[config.mk]
export PLATFORM = sky130hd
export DESIGN_NAME = scf_cpu_state
export DESIGN_NICKNAME = d
export VERILOG_FILES = /design/src/verilog/scf_pkg.sv /design/src/verilog/scf_ext_detect.sv /design/src/verilog/scf_cpu_state.sv
export SDC_FILE = /design/constraint.sdc
export NUM_CORES = 1
export LEC_CHECK = 0
export BUFFER_PORTS_ARGS = -buffer_cell sky130_fd_sc_hd__buf_2
export CAP_MARGIN = 20
export CORE_MARGIN = 8
export CORE_UTILIZATION = 30
export DETAILED_ROUTE_END_ITERATION = 10
export SYNTH_ARGS = -nofsm -noshare
export SYNTH_HDL_FRONTEND = slang
export SYNTH_SLANG_ARGS = --single-unit
[constraint.sdc]
create_clock -name core_clk -period 3.6 [get_ports core_clk]
set_input_delay 0.54 -clock core_clk [delete_from_list [all_inputs] [get_ports core_clk]]
set_output_delay 0.54 -clock core_clk [all_outputs]
set_load 0.005 [all_outputs]
[src/verilog/scf_pkg.sv]
// Constants, register map and carrier types of the CPU state and
// interrupt flag block.
// Assumes one core clock per machine cycle and an APB master with 32-bit data.
package scf_pkg;

  // ==========================================================
  // Register byte offsets
  localparam logic [7:0] OFF_STAT   = 8'h00;
  localparam logic [7:0] OFF_STK    = 8'h04;
  localparam logic [7:0] OFF_PTRL   = 8'h08;
  localparam logic [7:0] OFF_PTRH   = 8'h0c;
  localparam logic [7:0] OFF_TMRC   = 8'h10;
  localparam logic [7:0] OFF_EN     = 8'h14;
  localparam logic [7:0] OFF_ACC    = 8'h18;
  localparam logic [7:0] OFF_SERIAL = 8'h1c;
  localparam logic [7:0] OFF_POLL   = 8'h20;

  // ==========================================================
  // Reset values
  localparam logic [7:0] STAT_RESET = 8'h00;
  localparam logic [7:0] STK_RESET  = 8'h07;
  localparam logic [7:0] PTR_RESET  = 8'h00;
  localparam logic [7:0] ACC_RESET  = 8'h00;
  localparam logic [7:0] EN_RESET   = 8'h00;

  // ==========================================================
  // Status word fields
  localparam int ST_CARRY    = 7;
  localparam int ST_HALF     = 6;
  localparam int ST_USER0    = 5;
  localparam int ST_BANK_HI  = 4;
  localparam int ST_BANK_LO  = 3;
  localparam int ST_OVERFLOW = 2;
  localparam int ST_PARITY   = 0;

  // ==========================================================
  // Timer control fields
  localparam int TC_MODE_A  = 0;
  localparam int TC_FLAG_A  = 1;
  localparam int TC_MODE_B  = 2;
  localparam int TC_FLAG_B  = 3;
  localparam int TC_TFLAG_A = 5;
  localparam int TC_TFLAG_B = 7;

  // ==========================================================
  // Interrupt sources, in enable bit order
  localparam int SRC_N      = 5;
  localparam int SRC_EXT_A  = 0;
  localparam int SRC_TMR_A  = 1;
  localparam int SRC_EXT_B  = 2;
  localparam int SRC_TMR_B  = 3;
  localparam int SRC_SERIAL = 4;
  localparam int EN_GLOBAL  = 7;

  // ==========================================================
  // Bus slave states and carriers
  typedef enum logic [0:0] {APB_IDLE, APB_ANSWER} scf_apb_st_t;

  typedef struct packed {
    logic       update;
    logic       subtract;
    logic       carryIn;
    logic [7:0] opA;
    logic [7:0] opB;
  } scf_alu_t;

  typedef struct packed {
    logic       valid;
    logic [2:0] source;
  } scf_vec_t;

  typedef struct packed {
    logic push;
    logic pop;
  } scf_stack_t;

endpackage

[src/verilog/scf_ext_detect.sv]
// One external request pin detector with its request flag, sticky in edge mode and following the pin in level mode.
// Assumes the pin is already synchronous to core_clk.
`timescale 1ns/1ps
`default_nettype none
module scf_ext_detect
  import scf_pkg::*;
(
  // Clock and reset
  input  wire logic core_clk,
  input  wire logic rst_n,
  // Pin and mode
  input  wire logic pinLevel,
  input  wire logic edgeMode,
  // Clear and software access
  input  wire logic vecClear,
  input  wire logic swWrite,
  input  wire logic swValue,
  // Flag out
  output logic      requestFlag
);

  logic prevPin;
  logic next_prevPin;
  logic next_requestFlag;

  // ==========================================================
  // Edge or level request
  always_comb begin
    next_prevPin     = pinLevel;
    next_requestFlag = requestFlag;
    if (edgeMode) begin
      if (swWrite) begin
        next_requestFlag = swValue;
      end
      if (vecClear) begin
        next_requestFlag = 1'b0;
      end
      // event sets flag; set beats any clear
      if (prevPin && !pinLevel) begin
        next_requestFlag = 1'b1;
      end
    end else begin
      // pin drives flag; level source holds it low
      next_requestFlag = !pinLevel;
    end
  end

  // Idle pin is high, so no false edge after reset
  always_ff @(posedge core_clk or negedge rst_n) begin
    if (!rst_n) begin
      prevPin     <= 1'b1;
      requestFlag <= 1'b0;
    end else begin
      prevPin     <= next_prevPin;
      requestFlag <= next_requestFlag;
    end
  end

endmodule
`default_nettype wire

[src/verilog/scf_cpu_state.sv]
// CPU status word, stack pointer, data pointer and interrupt flag block.
// Assumes the execution unit drives its strobes for one core_clk each,
// and an APB master that holds its request until pready.
//
// Implementation choices: the APB interface to the registers and the register offsets.
`timescale 1ns/1ps
`default_nettype none
module scf_cpu_state
  import scf_pkg::*;
#(
  parameter int ADDR_W = 8
) (
  // Clock and reset
  input  wire logic              core_clk,
  input  wire logic              rst_n,
  // APB slave
  input  wire logic              psel,
  input  wire logic              penable,
  input  wire logic              pwrite,
  input  wire logic [ADDR_W-1:0] paddr,
  input  wire logic [31:0]       pwdata,
  input  wire logic [3:0]        pstrb,
  output logic [31:0]            prdata,
  output logic                   pready,
  output logic                   pslverr,
  // Execution unit
  input  wire scf_alu_t          aluReq,
  input  wire logic              accWrite,
  input  wire logic [7:0]        accData,
  input  wire scf_stack_t        stackReq,
  input  wire logic              ptrLoadWord,
  input  wire logic [15:0]       ptrWord,
  input  wire scf_vec_t          vecAck,
  // Event sources
  input  wire logic [1:0]        extPin,
  input  wire logic [1:0]        timerRollover,
  input  wire logic              serialRxDone,
  input  wire logic              serialRxError,
  input  wire logic              serialTxDone,
  // State out
  output logic [7:0]             statusWord,
  output logic [7:0]             stackTop,
  output logic [15:0]            dataPointerPair,
  output logic [7:0]             bankBase,
  output logic [SRC_N-1:0]       irqPoll
);

  // ==========================================================
  // State
  scf_apb_st_t      apbState;
  scf_apb_st_t      next_apbState;
  logic [31:0]      next_prdata;
  logic             next_pready;
  logic             next_pslverr;
  logic [7:0]       accumulator;
  logic [7:0]       next_accumulator;
  logic [7:0]       next_statusWord;
  logic [7:0]       next_stackTop;
  logic [7:0]       dataPointerLowByte;
  logic [7:0]       next_dataPointerLowByte;
  logic [7:0]       dataPointerHighByte;
  logic [7:0]       next_dataPointerHighByte;
  logic [1:0]       extEdgeMode;
  logic [1:0]       next_extEdgeMode;
  logic [1:0]       timerRolloverFlag;
  logic [1:0]       next_timerRolloverFlag;
  logic             serialFlag;
  logic             next_serialFlag;
  logic [7:0]       irqEnable;
  logic [7:0]       next_irqEnable;
  logic [SRC_N-1:0] sampledFlags;
  logic [SRC_N-1:0] next_sampledFlags;
  logic [SRC_N-1:0] next_irqPoll;
  logic [15:0]      next_dataPointerPair;
  logic [7:0]       next_bankBase;
  logic [1:0]       extRequestFlag;
  logic [1:0]       extVecClear;
  logic             writeCommit;
  logic             tmrcWrite;
  logic [7:0]       wrByte;
  logic [7:0]       tmrcRead;
  logic [SRC_N-1:0] allFlags;
  logic [4:0]       lowNibble;
  logic [8:0]       fullByte;
  logic [7:0]       aluResult;
  logic             aluOverflow;

  // ==========================================================
  // Write commit: only at the edge that samples pready high
  assign writeCommit = (apbState == APB_ANSWER) && psel && penable && pwrite && pstrb[0];
  assign wrByte      = pwdata[7:0];
  assign tmrcWrite   = writeCommit && (paddr[7:0] == OFF_TMRC);
  assign tmrcRead    = {timerRolloverFlag[1], 1'b0, timerRolloverFlag[0], 1'b0,
                        extRequestFlag[1], extEdgeMode[1], extRequestFlag[0], extEdgeMode[0]};

  // ==========================================================
  // Bus slave: one wait state, registered answer
  always_comb begin
    next_apbState = apbState;
    next_prdata   = prdata;
    next_pready   = 1'b0;
    next_pslverr  = 1'b0;
    case (apbState)
      APB_IDLE: begin
        if (psel && penable) begin
          next_apbState = APB_ANSWER;
          next_pready   = 1'b1;
          next_prdata   = 32'h0000_0000;
          if (paddr[7:0] == OFF_STAT) begin
            next_prdata[7:0] = statusWord;
          end else if (paddr[7:0] == OFF_STK) begin
            next_prdata[7:0] = stackTop;
          end else if (paddr[7:0] == OFF_PTRL) begin
            next_prdata[7:0] = dataPointerLowByte;
          end else if (paddr[7:0] == OFF_PTRH) begin
            next_prdata[7:0] = dataPointerHighByte;
          end else if (paddr[7:0] == OFF_TMRC) begin
            next_prdata[7:0] = tmrcRead;
          end else if (paddr[7:0] == OFF_EN) begin
            next_prdata[7:0] = irqEnable;
          end else if (paddr[7:0] == OFF_ACC) begin
            next_prdata[7:0] = accumulator;
          end else if (paddr[7:0] == OFF_SERIAL) begin
            next_prdata[0] = serialFlag;
          end else if (paddr[7:0] == OFF_POLL) begin
            next_prdata[SRC_N-1:0] = irqPoll;
          end else begin
            next_pslverr = 1'b1; // Unmapped address
          end
        end
      end
      APB_ANSWER: begin
        next_apbState = APB_IDLE;
      end
      default: begin
        next_apbState = APB_IDLE;
      end
    endcase
  end

  always_ff @(posedge core_clk or negedge rst_n) begin
    if (!rst_n) begin
      apbState <= APB_IDLE;
      prdata   <= 32'h0000_0000;
      pready   <= 1'b0;
      pslverr  <= 1'b0;
    end else begin
      apbState <= next_apbState;
      prdata   <= next_prdata;
      pready   <= next_pready;
      pslverr  <= next_pslverr;
    end
  end

  // ==========================================================
  // Arithmetic flags from the execution unit operands
  always_comb begin
    if (aluReq.subtract) begin
      lowNibble = {1'b0, aluReq.opA[3:0]} - {1'b0, aluReq.opB[3:0]} - {4'h0, aluReq.carryIn};
      fullByte  = {1'b0, aluReq.opA} - {1'b0, aluReq.opB} - {8'h00, aluReq.carryIn};
    end else begin
      lowNibble = {1'b0, aluReq.opA[3:0]} + {1'b0, aluReq.opB[3:0]} + {4'h0, aluReq.carryIn};
      fullByte  = {1'b0, aluReq.opA} + {1'b0, aluReq.opB} + {8'h00, aluReq.carryIn};
    end
    aluResult = fullByte[7:0];
    if (aluReq.subtract) begin
      aluOverflow = (aluReq.opA[7] != aluReq.opB[7]) && (aluResult[7] != aluReq.opA[7]);
    end else begin
      aluOverflow = (aluReq.opA[7] == aluReq.opB[7]) && (aluResult[7] != aluReq.opA[7]);
    end
  end

  // ==========================================================
  // Accumulator, status word, stack and data pointer
  always_comb begin
    next_accumulator         = accumulator;
    next_statusWord          = statusWord;
    next_stackTop            = stackTop;
    next_dataPointerLowByte  = dataPointerLowByte;
    next_dataPointerHighByte = dataPointerHighByte;
    // Core writes win over the bus in the same cycle
    if (writeCommit && (paddr[7:0] == OFF_ACC)) begin
      next_accumulator = wrByte;
    end
    if (accWrite) begin
      next_accumulator = accData;
    end
    if (writeCommit && (paddr[7:0] == OFF_STAT)) begin
      next_statusWord = wrByte;
    end
    if (aluReq.update) begin
      next_statusWord[ST_CARRY]    = fullByte[8];
      next_statusWord[ST_HALF]     = lowNibble[4];
      next_statusWord[ST_OVERFLOW] = aluOverflow;
    end
    next_statusWord[ST_PARITY] = ^next_accumulator;
    if (writeCommit && (paddr[7:0] == OFF_STK)) begin
      next_stackTop = wrByte;
    end
    if (stackReq.push) begin
      next_stackTop = stackTop + 8'h01;
    end else if (stackReq.pop) begin
      next_stackTop = stackTop - 8'h01;
    end
    if (writeCommit && (paddr[7:0] == OFF_PTRL)) begin
      next_dataPointerLowByte = wrByte;
    end
    if (writeCommit && (paddr[7:0] == OFF_PTRH)) begin
      next_dataPointerHighByte = wrByte;
    end
    if (ptrLoadWord) begin
      next_dataPointerLowByte  = ptrWord[7:0];
      next_dataPointerHighByte = ptrWord[15:8];
    end
    next_dataPointerPair = {next_dataPointerHighByte, next_dataPointerLowByte};
    next_bankBase = {3'h0, next_statusWord[ST_BANK_HI], next_statusWord[ST_BANK_LO], 3'h0};
  end

  always_ff @(posedge core_clk or negedge rst_n) begin
    if (!rst_n) begin
      accumulator         <= ACC_RESET;
      statusWord          <= STAT_RESET;
      stackTop            <= STK_RESET;
      dataPointerLowByte  <= PTR_RESET;
      dataPointerHighByte <= PTR_RESET;
      dataPointerPair     <= {PTR_RESET, PTR_RESET};
      bankBase            <= 8'h00;
    end else begin
      accumulator         <= next_accumulator;
      statusWord          <= next_statusWord;
      stackTop            <= next_stackTop;
      dataPointerLowByte  <= next_dataPointerLowByte;
      dataPointerHighByte <= next_dataPointerHighByte;
      dataPointerPair     <= next_dataPointerPair;
      bankBase            <= next_bankBase;
    end
  end

  // ==========================================================
  // External request pins, one detector each
  assign extVecClear[0] = vecAck.valid && (vecAck.source == 3'(SRC_EXT_A));
  assign extVecClear[1] = vecAck.valid && (vecAck.source == 3'(SRC_EXT_B));

  genvar gi;
  generate
    for (gi = 0; gi < 2; gi++) begin : gExt
      scf_ext_detect uDetect (
        .core_clk    (core_clk),
        .rst_n       (rst_n),
        .pinLevel    (extPin[gi]),
        .edgeMode    (extEdgeMode[gi]),
        .vecClear    (extVecClear[gi]),
        .swWrite     (tmrcWrite),
        .swValue     (wrByte[2*gi+1]),
        .requestFlag (extRequestFlag[gi])
      );
    end
  endgenerate

  // ==========================================================
  // Timer, serial and enable state, sampling and polling
  always_comb begin
    next_extEdgeMode       = extEdgeMode;
    next_timerRolloverFlag = timerRolloverFlag;
    next_serialFlag        = serialFlag;
    next_irqEnable         = irqEnable;
    if (tmrcWrite) begin
      next_extEdgeMode[0]       = wrByte[TC_MODE_A];
      next_extEdgeMode[1]       = wrByte[TC_MODE_B];
      next_timerRolloverFlag[0] = wrByte[TC_TFLAG_A];
      next_timerRolloverFlag[1] = wrByte[TC_TFLAG_B];
    end
    if (vecAck.valid && (vecAck.source == 3'(SRC_TMR_A)) && irqEnable[SRC_TMR_A]) begin
      next_timerRolloverFlag[0] = 1'b0;
    end
    if (vecAck.valid && (vecAck.source == 3'(SRC_TMR_B)) && irqEnable[SRC_TMR_B]) begin
      next_timerRolloverFlag[1] = 1'b0;
    end
    // rollover sets flag, wins over clears
    if (timerRollover[0]) begin
      next_timerRolloverFlag[0] = 1'b1;
    end
    if (timerRollover[1]) begin
      next_timerRolloverFlag[1] = 1'b1;
    end
    // Serial flag: write one to clear
    if (writeCommit && (paddr[7:0] == OFF_SERIAL) && wrByte[0]) begin
      next_serialFlag = 1'b0;
    end
    if (serialTxDone || (serialRxDone && !serialRxError)) begin
      next_serialFlag = 1'b1;
    end
    // Unused enable bits stay zero
    if (writeCommit && (paddr[7:0] == OFF_EN)) begin
      next_irqEnable = {wrByte[EN_GLOBAL], 2'b00, wrByte[SRC_N-1:0]};
    end
    allFlags[SRC_EXT_A]  = extRequestFlag[0];
    allFlags[SRC_TMR_A]  = timerRolloverFlag[0];
    allFlags[SRC_EXT_B]  = extRequestFlag[1];
    allFlags[SRC_TMR_B]  = timerRolloverFlag[1];
    allFlags[SRC_SERIAL] = serialFlag;
    next_sampledFlags = allFlags;
    next_irqPoll = sampledFlags & irqEnable[SRC_N-1:0] & {SRC_N{irqEnable[EN_GLOBAL]}};
  end

  always_ff @(posedge core_clk or negedge rst_n) begin
    if (!rst_n) begin
      extEdgeMode       <= 2'b00;
      timerRolloverFlag <= 2'b00;
      serialFlag        <= 1'b0;
      irqEnable         <= EN_RESET;
      sampledFlags      <= '0;
      irqPoll           <= '0;
    end else begin
      extEdgeMode       <= next_extEdgeMode;
      timerRolloverFlag <= next_timerRolloverFlag;
      serialFlag        <= next_serialFlag;
      irqEnable         <= next_irqEnable;
      sampledFlags      <= next_sampledFlags;
      irqPoll           <= next_irqPoll;
    end
  end

endmodule
`default_nettype wire

# Word level (Yosys, flattened, before mapping)
# Index checks and enable logic that the tools add are counted.
# classes
n_addsub	10
n_eq_ne	16
mux	55
bitwise	3
n_reduce_logical	38
# op_table
cell	count
$mux W8	16
$eq A8 B5 Y1 const B	4
$mux W1	30
$logic_and A1 B1 Y1	25
$eq A8 B4 Y1 const B	2
$mux W5	3
$and A5 B5 Y5	2
$add A8 B8 Y9	1
$add A9 B1 Y9	1
$mux W9	1
$reduce_bool A3 Y1	3
$sub A8 B8 Y9	1
$sub A9 B1 Y9	1
$add A8 B1 Y8 const B	1
$eq A8 B3 Y1 const B	1
$eq A8 B6 Y1 const B	1
$logic_not A8 Y1	1
$ne A4 B1 Y1 const B	2
$reduce_xor A8 Y1	1
$sub A8 B1 Y8 const B	1
$eq A3 B2 Y1 const B	2
$add A4 B4 Y5	1
$add A5 B1 Y5	1
$sub A4 B4 Y5	1
14 further kinds	19
# totals
ff_bits	94
output_inout_bits	79

# Logic depth before layout (Yosys ltp)
# logic_depth
depth_word	12
ltp_mapped	10

# Modules after synthesis
# A second synthesis with hierarchy kept.
# unflattened
cells_unflattened	585
hier_area_um2	5231.3
# modules_own_cells
mod	n_inst	cells_each	area_each_um2	seq_area_each_um2
scf_cpu_state	1	573	5056.1	1780.5
scf_ext_detect	2	6	87.6	51.3

# Worst setup path before layout
# No wires, ideal clock.
# synth_path
path_type	input to register
from	input paddr[1]
to	register dataPointerHighByte[5]
setup_ns	0.132
t_arrival_ns	2.362
t_required_ns	3.468
path_slack_ns	1.106
cell_stages	6
cell_sequence	or4_4 buf_6 or3_4 nor4_4 mux2i_1 o21ai_1
# synth_between
elab_chain_len	4
# synth_rtl
element	line	text
start: declaration	scf_cpu_state.sv:20	input wire logic [ADDR_W-1:0] paddr,
$eq A8 B4 Y1	scf_cpu_state.sv:208	if (writeCommit && (paddr[7:0] == OFF_PTRH)) begin
$logic_and A1 B1 Y1	scf_cpu_state.sv:208	
$mux W8	scf_cpu_state.sv:208	
$mux W8	scf_cpu_state.sv:211	if (ptrLoadWord) begin
end signal: assignment	scf_cpu_state.sv:233	dataPointerHighByte <= next_dataPointerHighByte;
end: declaration	scf_cpu_state.sv:61	logic [7:0] dataPointerHighByte;
# No other way between the ends.
# A chain may end at the register's enable or synchronous reset.

# Worst setup path after layout
# layout_path
from	input paddr[1]
to	register dataPointerHighByte[3]
# Same word-level chain as after synthesis.

==> out/results.ini <==
[outcome]
status=finished clean

[worst_hold_path]
hold_path_depth=1
hold_path.class=in -> reg
hold_end=gExt[0].uDetect.prevPin$_DFF_PN1_
min_from=extPin[0]

[detailed_routing]
routedWlPerCell_microns=17.48
dr_total_vias=4342
drcViolationCount=0
viasPerCell=4.808
drt_iter0_markers=322
drtAntennaViolNets=0
drtPass1Iterations=5
totalWireLength_microns=15790

[global_route]
grt_pass1_wl_microns=25320
track_usage=0.1485
overflow=0
grt_pass1_vias=4538
antenna_found_initial=0
grt_max_degree=40

[yosys]
synthCells=567
synth.yosys.seq_area_share=0.3725
synth_edf_count=0
synth_warnings=0
syn_area_per_cell_sq_um=8.915
ys.flop_type=dfrtp_1
ys_types=59
netlist_area_sq_um=5055
synthArstFlopShare=1.000
ys_ff_latch=75

[finish]
final_cell_area_sq_um=6068
drive_gt1_frac=0.2577
diodes=0
multi_input_area_sq_um=2794
fin_nets=808
seq_area_sq_um=1883
nFillCells=1707
areaGrowthSynthToFinish_pct=20.05

[sta]
rsz0062_at_grt=false
tns_ns=0
slew_violations=0
timing.final.crit_period_ns=2.453
fmax_ghz=0.4077
worst_slew_pin_slew_ns=0.8771
period_share=0.6814
hold_viol_final=0
setup_violations=0
clock_skew_ns=0.005008
max-slew-margin-rel=0.4153
finalHoldWorstSlack_ns=0.3114

[placed_design]
place.gp.congestion=0.8743
numPortBuffers=128
dp_hpwl_microns=12410
dpl-instance-area_sq_um=5763

[clock_network]
clock_latency_ns=0.34
cts_tree=done
clock_tree.htree_level_count=3
cts-hold-fix-buffers=0
cts-root-buf=clkbuf_16
post_cts_buffers=0
clk_pin_slew_ns=0.06
cts_resized=0
cts_buffers=9
clkSinkCount=75
clockBufferDepth=2

[power_and_ir_drop]
p_clk_frac=0.366
swShare=0.3071
seqPwrFrac=0.411
p_switching_uw=775.0
p_int_mw=1.749
p_comb_frac=0.223
p_per_area_nw_per_um2=415.9
ir_worst_vdd_uv=228.0
power_leakage_nw=2.960

[die]
rows=47
die_h_microns=145.8
die_x_microns=145.8
io_pins=186
dieArea_sq_um=21260
start_util=0.3059
core_area_sq_um=16520

[critical_path]
worstSetupEndpointType=flop
arrival_ns=2.66
cp_max_fo=8
reg2reg_to=irqEnable[3]$_DFFE_PN0P_
ff2ff_setup_slack_ns=1.33
crit_type=in -> reg
start_kind=primary input
reg2reg_depth=5
regToRegStartpoint=apbState$_DFF_PN0_
cp.required_ns=3.80

[job]
cap_viol_max_count=0

## cell families after synthesis
logic type | share of synthesized area
simple gates | 0.1688
compound gates | 0.1537
buf+inv | 0.09629
flops | 0.3725
mux | 0.1064
xor+xnor | 0.04158
fa+ha+maj | 0.05990
other cells | 0.0007419
## worst max-delay path by stage
| stage | start | to | slack, ns | cells past startpoint |
|---|---|---|---|---|
| 5_1_grt | paddr[2] | stackTop[7]$_DFFE_PN0P_ | 1.05 | 6 |
| 6_report | paddr[1] | dataPointerHighByte[3]$_DFFE_PN0P_ | 1.15 | 6 |
| 2_1_floorplan | paddr[1] | dataPointerHighByte[5]$_DFFE_PN0P_ | 1.11 | 6 |
| 3_5_place_dp | paddr[1] | dataPointerHighByte[3]$_DFFE_PN0P_ | 0.80 | 6 |
| 3_3_place_gp | paddr[1] | dataPointerHighByte[2]$_DFFE_PN0P_ | 0.83 | 6 |
| 4_1_cts | paddr[1] | dataPointerHighByte[3]$_DFFE_PN0P_ | 1.14 | 6 |
## metal layers
layer	wire, microns	vias up	GRT usage
met5	0	-	0
met4	221	0	0.04945
met3	867	12	0.02705
met2	7191	165	0.2309
met1	7505	2022	0.2028
li1	-	2143	-
## layout make-up
class	count	area share
timing repair buffer	133	0.1138
sequential	75	0.3103
inverter	32	0.01979
clock inverter	4	0.008041
clock buffer	12	0.04227
multi-input combinational	427	0.4604
tap	220	0.04536
## per-stage QoR
stage,total power [mW],std cells,utilization,setup slack [ns]
2_1_floorplan,1.388,596,-,1.106
3_3_place_gp,1.612,887,0.3488,0.8267
3_5_place_dp,1.618,887,0.3488,0.7979
4_1_cts,2.543,903,0.3672,1.142
5_1_grt,2.662,903,0.3672,1.048
6_report,2.524,903,0.3672,1.147
## power by group through the flow
| stage | combinational [mW] | clock, mW | sequential [mW] |
|---|---|---|---|
| finish | 0.563 | 0.924 | 1.04 |
| global route | 0.641 | 0.970 | 1.05 |
| CTS | 0.569 | 0.936 | 1.04 |
| detailed placement | 0.566 | 0 | 1.05 |
| global placement | 0.564 | 0 | 1.05 |
| floorplan | 0.385 | 0 | 1.00 |
## sequential cells by signal, indices dropped and copies added (netlist names), 5 cells and up
name                 cells
prdata                   8
irqEnable                6
dataPointerHighByte      8
dataPointerLowByte       7
statusWord               6
irqPoll                  5
sampledFlags             5
stackTop                 8
accumulator              8
## worst max-delay path, stage by stage
cell and delay, ns:
buf_2 0.10, or4_4 0.58, or3_4 0.39, nor4_4 0.68
mux2i_1 0.28, o21ai_1 0.07
## synthesized netlist by cell type, types with 4 or more instances
cell type  instances  area share
nand4_1            4      0.0049
dfstp_2            5       0.026
o22ai_1            8      0.0099
xnor2_1           17       0.029
nor2_1            29       0.022
a22oi_1            4      0.0059
nand2b_1           7      0.0087
buf_4             33       0.049
nand2_1           66       0.049
a221oi_1           4      0.0069
xor2_1             7       0.012
a21oi_1           29       0.029
mux2_2            14       0.031
inv_1             32       0.024
mux2i_1           38       0.075
o21ai_0           41       0.041
ha_1              21       0.052
a31oi_1            6      0.0074
nand3_1           12       0.012
o21ai_1            9      0.0089
clkbuf_1          24       0.018
and3_1             5      0.0062
nor3_1            14       0.014
dfrtp_1           70        0.35
nor2b_1           12       0.015
nor3b_1            4      0.0059
## layout by cell type, fill, tap and decap left out, types with 6 or more instances in the layout
cell type    n
inv_1       32
nand3_1     12
conb_1      30
nand2_1     66
mux2_2      14
dfrtp_1     70
xnor2_1     17
o22ai_1      8
nor2b_1     12
ha_1        21
xor2_1       7
o21ai_1      9
o21ai_0     41
a31oi_1      6
nand2b_1     7
buf_2      128
mux2i_1     38
clkbuf_16    9
a21oi_1     29
nor2_1      29
nor3_1      14
No activity file was read; power rests on OpenSTA's default activity.
